==> config.mk <==
export PLATFORM = sky130hd
export DESIGN_NAME = sram_master_flat
export DESIGN_NICKNAME = d
export VERILOG_FILES = /design/src/sram_pkg.sv /design/src/sram_bus_if.sv /design/src/sram_master.sv /design/src/flat_wrapper.sv
export VERILOG_INCLUDE_DIRS = /design/src /design/src/src
export SDC_FILE = /design/constraint.sdc
export NUM_CORES = 1
export LEC_CHECK = 0
export BUFFER_PORTS_ARGS = -buffer_cell sky130_fd_sc_hd__buf_2
export CAP_MARGIN = 20
export CORE_MARGIN = 2
export CORE_UTILIZATION = 48
export CTS_CLUSTER_DIAMETER = 100
export DETAILED_ROUTE_END_ITERATION = 10
export PLACE_DENSITY_LB_ADDON = 0.25
export SLEW_MARGIN = 25
export SYNTH_ARGS = -nofsm -noshare
export SYNTH_HDL_FRONTEND = slang
export SYNTH_SLANG_ARGS = --single-unit
==> constraint.sdc <==
create_clock -name clk -period 1.9 [get_ports clk]
set_clock_uncertainty 0.2 [all_clocks]
set_input_delay 0.38 -clock clk [delete_from_list [all_inputs] [get_ports clk]]
set_output_delay 0.38 -clock clk [all_outputs]
set_load 0.01 [all_outputs]
==> src/sram_ctl_regs.svh <==
// Constant definitions shared by both ends of the synchronous SRAM link.
`ifndef SRAM_CTL_REGS_SVH
`define SRAM_CTL_REGS_SVH
`define LANES      4
`define LANE_W     8
`define DATA_W     32
`define ADDR_W     8
`define DEPTH      256
`endif

==> src/sram_pkg.sv <==
// Types shared by the SRAM device model and its controller.
`include "sram_ctl_regs.svh"
package sram_pkg;
    typedef enum logic [2:0] {
        CTL_IDLE  = 3'b001,
        CTL_CMD   = 3'b010,
        CTL_SLEEP = 3'b100
    } ctl_state_t;
    typedef logic [`DATA_W-1:0] word_t;
    typedef logic [`ADDR_W-1:0] addr_t;
endpackage : sram_pkg

==> src/sram_bus_if.sv <==
// Pin-level interface between the SRAM device and its bus master.
`timescale 1ns/10ps
`include "sram_ctl_regs.svh"
interface sram_bus_if;
    logic                 select_low_first;
    logic                 select_high_second;
    logic                 select_low_third;
    logic                 global_write_n;
    logic                 lane_write_gate_n;
    logic [`LANES-1:0]    lane_write_n;
    logic                 processor_addr_strobe_n;
    logic                 controller_addr_strobe_n;
    logic                 sleep_request;
    logic [`ADDR_W-1:0]   addr;
    logic [`DATA_W-1:0]   dq_from_master;
    logic                 dq_master_oe;
    logic [`DATA_W-1:0]   dq_from_device;
    logic                 dq_device_oe;
    wire  [`DATA_W-1:0]   dq_wire;
    // An undriven bus reads as zero here, so a stray capture shows up as a data mismatch.
    assign dq_wire = dq_device_oe ? dq_from_device :
                     (dq_master_oe ? dq_from_master : '0);
    modport device (
        input  select_low_first, select_high_second, select_low_third,
        input  global_write_n, lane_write_gate_n, lane_write_n,
        input  processor_addr_strobe_n, controller_addr_strobe_n, sleep_request,
        input  addr, dq_from_master, dq_master_oe,
        output dq_from_device, dq_device_oe
    );
    modport master (
        output select_low_first, select_high_second, select_low_third,
        output global_write_n, lane_write_gate_n, lane_write_n,
        output processor_addr_strobe_n, controller_addr_strobe_n, sleep_request,
        output addr, dq_from_master, dq_master_oe,
        input  dq_from_device, dq_device_oe, dq_wire
    );
endinterface : sram_bus_if

==> src/sram_master.sv <==
// Bus master end: turns user read and write requests into SRAM pin cycles.
`timescale 1ns/10ps
`include "sram_ctl_regs.svh"
module sram_master
    import sram_pkg::*;
(
    input  wire logic               clk,
    input  wire logic               reset,
    input  wire logic               req_valid,
    input  wire logic               req_write,
    input  wire logic [`ADDR_W-1:0] req_addr,
    input  wire logic [`DATA_W-1:0] req_wdata,
    input  wire logic               sleep_want,
    output logic                    req_ready,
    output logic                    rd_valid,
    output logic [`DATA_W-1:0]      rd_data,
    output logic                    asleep,
    sram_bus_if.master              bus
);
    ctl_state_t               state_reg;
    ctl_state_t               state_next;
    logic                     cmd_write_reg;
    logic [`ADDR_W-1:0]       addr_reg;
    logic [`DATA_W-1:0]       wdata_reg;
    logic [1:0]               rd_pipe_reg;
    logic                     rd_valid_reg;
    logic [`DATA_W-1:0]       rd_data_reg;
    logic [1:0]               wake_reg;

    wire in_cmd   = (state_reg == CTL_CMD);
    wire in_sleep = (state_reg == CTL_SLEEP);
    // The device stages the sleep pin through two flops and refuses commands until both
    // have cleared, so new requests wait out the same two cycles after sleep ends.
    wire settled  = (wake_reg == 2'h0);
    wire take     = (state_reg == CTL_IDLE) && req_valid && !sleep_want && settled;

    // Sleep is entered only from idle, where every enable is already inactive.
    always_comb begin
        state_next = state_reg;
        case (state_reg)
            CTL_IDLE:  begin
                if (sleep_want) begin
                    state_next = CTL_SLEEP; // RL5
                end else if (req_valid && settled) begin
                    state_next = CTL_CMD;
                end
            end
            CTL_CMD:   state_next = CTL_IDLE;
            CTL_SLEEP: begin
                if (!sleep_want) begin
                    state_next = CTL_IDLE;
                end
            end
            default:   state_next = CTL_IDLE;
        endcase
    end

    always_ff @(posedge clk) begin
        if (reset) begin
            state_reg     <= CTL_IDLE;
            cmd_write_reg <= 1'b0;
            addr_reg      <= '0;
            wdata_reg     <= '0;
            rd_pipe_reg   <= 2'h0;
            rd_valid_reg  <= 1'b0;
            rd_data_reg   <= '0;
            wake_reg      <= 2'h0;
        end else begin
            state_reg    <= state_next;
            wake_reg     <= {wake_reg[0], in_sleep};
            rd_pipe_reg  <= {rd_pipe_reg[0], in_cmd && !cmd_write_reg};
            rd_valid_reg <= rd_pipe_reg[1];
            if (rd_pipe_reg[1]) begin
                rd_data_reg <= bus.dq_wire;
            end
            if (take) begin
                cmd_write_reg <= req_write;
                addr_reg      <= req_addr;
                wdata_reg     <= req_wdata;
            end
        end
    end

    // A command cycle selects the part; all other cycles deselect it.
    assign bus.select_low_first         = !in_cmd; // RL1
    assign bus.select_high_second       = in_cmd;
    assign bus.select_low_third         = !in_cmd;
    assign bus.controller_addr_strobe_n = !in_cmd; // RL4
    assign bus.processor_addr_strobe_n  = 1'b1;
    assign bus.global_write_n           = !(in_cmd && cmd_write_reg); // RL2
    assign bus.lane_write_gate_n        = 1'b1;
    assign bus.lane_write_n             = {`LANES{1'b1}};
    assign bus.sleep_request            = in_sleep;
    assign bus.addr                     = addr_reg;
    assign bus.dq_from_master           = wdata_reg;
    assign bus.dq_master_oe             = in_cmd && cmd_write_reg;

    assign req_ready = (state_reg == CTL_IDLE) && !sleep_want && settled;
    assign rd_valid  = rd_valid_reg;
    assign rd_data   = rd_data_reg;
    assign asleep    = in_sleep;
endmodule : sram_master

==> src/flat_wrapper.sv <==
// flat-port wrapper written by rule: the top's interface ports become plain ports
module sram_master_flat import sram_pkg::*;
  (clk, reset, req_valid, req_write, req_addr, req_wdata, sleep_want, req_ready, rd_valid, rd_data, asleep, bus_select_low_first, bus_select_high_second, bus_select_low_third, bus_global_write_n, bus_lane_write_gate_n, bus_lane_write_n, bus_processor_addr_strobe_n, bus_controller_addr_strobe_n, bus_sleep_request, bus_addr, bus_dq_from_master, bus_dq_master_oe, bus_dq_from_device, bus_dq_device_oe);
  sram_bus_if bus_i ();
  input  wire logic clk;
  input  wire logic reset;
  input  wire logic req_valid;
  input  wire logic req_write;
  input  wire logic [`ADDR_W-1:0] req_addr;
  input  wire logic [`DATA_W-1:0] req_wdata;
  input  wire logic sleep_want;
  output logic req_ready;
  output logic rd_valid;
  output logic [`DATA_W-1:0] rd_data;
  output logic asleep;
  output wire logic [$bits(bus_i.select_low_first)-1:0] bus_select_low_first;
  output wire logic [$bits(bus_i.select_high_second)-1:0] bus_select_high_second;
  output wire logic [$bits(bus_i.select_low_third)-1:0] bus_select_low_third;
  output wire logic [$bits(bus_i.global_write_n)-1:0] bus_global_write_n;
  output wire logic [$bits(bus_i.lane_write_gate_n)-1:0] bus_lane_write_gate_n;
  output wire logic [$bits(bus_i.lane_write_n)-1:0] bus_lane_write_n;
  output wire logic [$bits(bus_i.processor_addr_strobe_n)-1:0] bus_processor_addr_strobe_n;
  output wire logic [$bits(bus_i.controller_addr_strobe_n)-1:0] bus_controller_addr_strobe_n;
  output wire logic [$bits(bus_i.sleep_request)-1:0] bus_sleep_request;
  output wire logic [$bits(bus_i.addr)-1:0] bus_addr;
  output wire logic [$bits(bus_i.dq_from_master)-1:0] bus_dq_from_master;
  output wire logic [$bits(bus_i.dq_master_oe)-1:0] bus_dq_master_oe;
  input wire logic [$bits(bus_i.dq_from_device)-1:0] bus_dq_from_device;
  input wire logic [$bits(bus_i.dq_device_oe)-1:0] bus_dq_device_oe;
  assign bus_select_low_first = bus_i.select_low_first;
  assign bus_select_high_second = bus_i.select_high_second;
  assign bus_select_low_third = bus_i.select_low_third;
  assign bus_global_write_n = bus_i.global_write_n;
  assign bus_lane_write_gate_n = bus_i.lane_write_gate_n;
  assign bus_lane_write_n = bus_i.lane_write_n;
  assign bus_processor_addr_strobe_n = bus_i.processor_addr_strobe_n;
  assign bus_controller_addr_strobe_n = bus_i.controller_addr_strobe_n;
  assign bus_sleep_request = bus_i.sleep_request;
  assign bus_addr = bus_i.addr;
  assign bus_dq_from_master = bus_i.dq_from_master;
  assign bus_dq_master_oe = bus_i.dq_master_oe;
  assign bus_i.dq_from_device = bus_dq_from_device;
  assign bus_i.dq_device_oe = bus_dq_device_oe;
  sram_master u_core (.clk(clk), .reset(reset), .req_valid(req_valid), .req_write(req_write), .req_addr(req_addr), .req_wdata(req_wdata), .sleep_want(sleep_want), .req_ready(req_ready), .rd_valid(rd_valid), .rd_data(rd_data), .asleep(asleep), .bus(bus_i));
endmodule
Yosys cells after proc, flatten, opt, wreduce, memory -nomap -nowiden

Cells that the tools add are included.

Equality and inequality tests: 5
Reductions and logical operators: 14
Multiplexer cells: 6

Operator list:

| kind               | count |
|---|---|
| $mux 32            | 2 |
| $mux 3             | 3 |
| $logic_and 1x1->1  | 8 |
| $pmux 3 s2         | 1 |
| $logic_not 1->1    | 4 |
| $eq 3x1->1 const B | 1 |
| $eq 3x2->1 const B | 1 |
| $eq 3x3->1 const B | 1 |
| $ne 3x2->1 const B | 1 |
| $logic_not 2->1    | 1 |
| $ne 2x2->1 const B | 1 |
| $reduce_and 2->1   | 1 |

Input bits: 78
Output and inout bits: 88
Flip-flop bits (word level): 81

Logic depth before layout (Yosys ltp)

Word-level depth: 5
Mapped depth: 5

Least setup slack after synthesis

Ideal clock, no wire load.

Path type: register -> register
From: register u_core.state_reg[1]
To: register u_core.rd_data_reg[23] (netlist: u_core.rd_data[23])
Setup time: 0.073 ns
Arrival: 1.380 ns
Path slack: 0.247 ns
Cell stages (with the launch flop): 6
Path buffers: 1
Clock period less this slack: 1.653 ns
Cell sequence: dfxtp_1 nor3b_4 inv_2 buf_6 o311a_1 nor3_2

Cells in the longest elaborated chain, start to end: 4

RTL lines:

| item                       | RTL line           | RTL |
|---|---|---|
| start, declared            | sram_master.sv:20  | `ctl_state_t state_reg;` |
| start signal, assigned     | sram_master.sv:69  | `state_reg <= state_next;` |
| $eq 3x2->1                 | sram_master.sv:30  | `wire in_cmd = (state_reg == CTL_CMD);` |
| via bus_select_high_second | flat_wrapper.sv:17 | `output wire logic [$bits(bus_i.select_high_second)-1:0] bus_select_high_second;` |
| $logic_and 1x1->1          | sram_master.sv:96  | `assign bus.dq_master_oe = in_cmd && cmd_write_reg;` |
| $mux 32                    | sram_bus_if.sv:22  | `(dq_master_oe ? dq_from_master : '0);` |
| $mux 32                    | sram_bus_if.sv:21  | `assign dq_wire = dq_device_oe ? dq_from_device :` |
| end signal, assigned       | sram_master.sv:74  | `rd_data_reg <= bus.dq_wire;` |
| end, declared              | sram_master.sv:27  | `` logic [`DATA_W-1:0] rd_data_reg; `` |

The timed path passes the listed nets, and every way through them passes these cells.
A chain may end at the register's enable or synchronous reset.

Worst setup path after layout

From: register u_core.state_reg[2]
To: output port bus_select_low_first

Cells in the longest elaborated chain, start to end: 2

RTL lines:

| item            | RTL line           | RTL |
|---|---|---|
| $eq 3x2->1      | sram_master.sv:30  |  |
| $logic_not 1->1 | sram_master.sv:85  | `assign bus.select_low_first = !in_cmd;` |
| end, declared   | flat_wrapper.sv:16 | `output wire logic [$bits(bus_i.select_low_first)-1:0] bus_select_low_first;` |

Every way passes these cells.

==> qor.csv <==
metric,value,unit
grt_antenna_before_repair,0,
r2r_start,u_core.state_reg[2]$_SDFFE_PP0P_,
final_cell_mix,"154 x buf_2, 84 x nand2b_1, 77 x dfxtp_1, 65 x nand2_1, 41 x mux2i_1",
placed_area,4800,um^2
rows,32,
drtPass1Iterations,4,
fin_crit,1.90,ns
fin_nets,658,
netlist_instances,436,
fin_area,5160,um^2
critPathRequiredTime,1.32,ns
synthAdderAreaFrac,0,%
timing.fmax,527,MHz
dp_hpwl,6630,um
crit_slowest_cell,dfxtp_2,
crit_family,flip-flops,
ys_warn_count,0,
numCtsBuffers,9,
die_width,94.5,um
grt_pass1_wl,15200,um
worst-path-buf-inv,2,
ff2ff_path_depth,5,
synth_area_per_cell,9.01,um^2
avgViaCountPerCell,5.05,
synth-xor-area-share,0,%
root_buffer,clkbuf_8,
core,7850,um^2
clk_pin_slew,0.09,ns
synth_cell_types,24,
drive_above_1_share,39.1,%
worstHoldStart,req_wdata[20],
cpPeakStageDelay,0.37,ns
synth_compound_gate_area_share,8.66,%
ys_ff_latch,81,
gp_congestion,0.750,
seq_area_frac_synth,41.3,%
dieArea,8920,um^2
dieHeight,94.5,um
p_leak,2.30,nW
synth.area.mux_share,10.4,%
drv_slew,0,
cts_buffer_depth,2,
hold_depth,3,
hp-class,input pin to flop,
cts_tree,yes,
worstPathCellList,"nor3b_4, bufinv_16, buf_6",
synth_top_family_by_area,simple AND/OR/NAND/NOR gates,
min_to,u_core.bus.dq_from_master[20]$_SDFFE_PP0P_,
crit_fanout,5,
grt_max_degree,65,
layout_commonest_cell,buf_2,
area_growth_syn_to_layout,31.3,%
ios,166,
hold_slack,0.0915,ns
rrSetupSlack,0.11,ns
drc,0,
endpoint_kind,primary output,
syn_area,3930,um^2
total_power,0.00371,W
status,"complete, no violations",
h-tree-depth,3,
r2r-end,u_core.rd_data[23]$_SDFFE_PP0P_,
grt_overflow,0,
port_buffers,159,
grt_use_total,21.5,%
rsz0062_at_grt,yes,
hold_buffers,0,
drt_iter0_drc,100,
start_kind,flop,
start_util,50.1,%
cts.sinks,81,
grt_pass1_vias,3263,
wire_per_inst,14.1,um
power_density,719,nW/um^2
yosys.area_share.simple,32.8,%
max-vdd-ir-drop,0.000490,V
fin_crit_sh,99.8,%
crit_type,flop to primary output,
setup_viol,0,
diodes,0,
hold_viol,0,
routed_wl,9690,um
drv_cap,0,
postRouteAntennaNets,0,
clk_latency,0.34,ns
critical_path_arrival,1.32,ns
vias,3470,
-- cells in the mapped netlist --
library cell / instances / area share [%]
nand2b_1: 84 / 13
dfxtp_1: 81 / 41
nand2_1: 65 / 6.2
mux2i_1: 41 / 10
nor2_1: 35 / 3.3
o311a_1: 32 / 8.2
nor3_2: 28 / 7.1
clkbuf_1: 26 / 2.5
buf_4: 13 / 2.5
nor3_1: 7 / 0.89
buf_2: 5 / 0.64
nor2b_1: 4 / 0.64
buf_6: 3 / 0.86
and2_1: 2 / 0.32
a21o_1: 1 / 0.19
a21oi_1: 1 / 0.13
a22oi_1: 1 / 0.19
and3_1: 1 / 0.16
buf_1: 1 / 0.095
conb_1: 1 / 0.095
inv_1: 1 / 0.095
inv_2: 1 / 0.095
nor3b_4: 1 / 0.48
nor4b_1: 1 / 0.22
-- logic make-up after synthesis --
kind of cell / after synthesis
buf+inv: 50
mux: 41
other cells: 1
compound gates: 35
flops: 81
simple gates: 228
-- final cells by class --
class	count	area, um^2
fillers	693	2690
multi-input cells	310	2080
flip-flops and latches	81	1630
repair buffers	175	1050
clock buffers	12	155
well taps	102	128
clock inverters	4	75.1
inverters	2	33.8
repair inverters	1	8.76
-- where the power goes --
part / switching [W] / internal, W
registers: 0.0000434 / 0.00175
logic: 0.000246 / 0.000240
clock network: 0.000613 / 0.000813
total: 0.000902 / 0.00281
-- metal layers --
layer | track usage, % | part of all wire [%] | wire length, um
met3 | 5.19 | 7.4 | 715
met4 | 6.16 | 0.69 | 67
met1 | 26.7 | 44 | 4220
met5 | 0 | 0 | 0
met2 | 37.3 | 48 | 4690
-- worst register-to-register path: stages, from the launching register on --
cell       delay (ns)
dfxtp_2          0.37
nor3b_4          0.27
bufinv_16        0.22
buf_6            0.15
o311a_1          0.35
nor3_2           0.15
-- stage by stage --
step                      setup slack (ns)  cells  util (%)  TNS, ns
after detailed placement            0.0479    665      61.2        0
after global placement               0.135    665      61.2        0
final                              0.00399    687      65.8        0
after global routing               -0.0717    687      65.8   -0.347
after floorplan                      0.247    441         -        0
after CTS                          -0.0136    686      65.6  -0.0517
-- timing repair --
| item | CTS | global route |
|---|---|---|
| gates cloned | 1 | 0 |
| gates resized for setup | 16 | 2 |
| setup buffers | 4 | 1 |
| endpoints found under the setup margin | 4 | 17 |
| pin swaps | 4 | 2 |
-- how the worst max path moves through the flow --
stage,startpoint,to,depth (start not counted)
global placement,u_core.state_reg[2]$_SDFFE_PP0P_,bus_controller_addr_strobe_n,3
CTS,u_core.state_reg[0]$_SDFFE_PP1P_,bus_controller_addr_strobe_n,3
finish,u_core.state_reg[2]$_SDFFE_PP0P_,bus_select_low_first,3
global route,u_core.state_reg[2]$_SDFFE_PP0P_,bus_global_write_n,4
detailed placement,sleep_want,u_core.bus.dq_from_master[19]$_SDFFE_PP0P_,5
floorplan,u_core.state_reg[1]$_SDFFE_PP0P_,u_core.rd_data[23]$_SDFFE_PP0P_,5
Power figures use the tool's default switching activity.
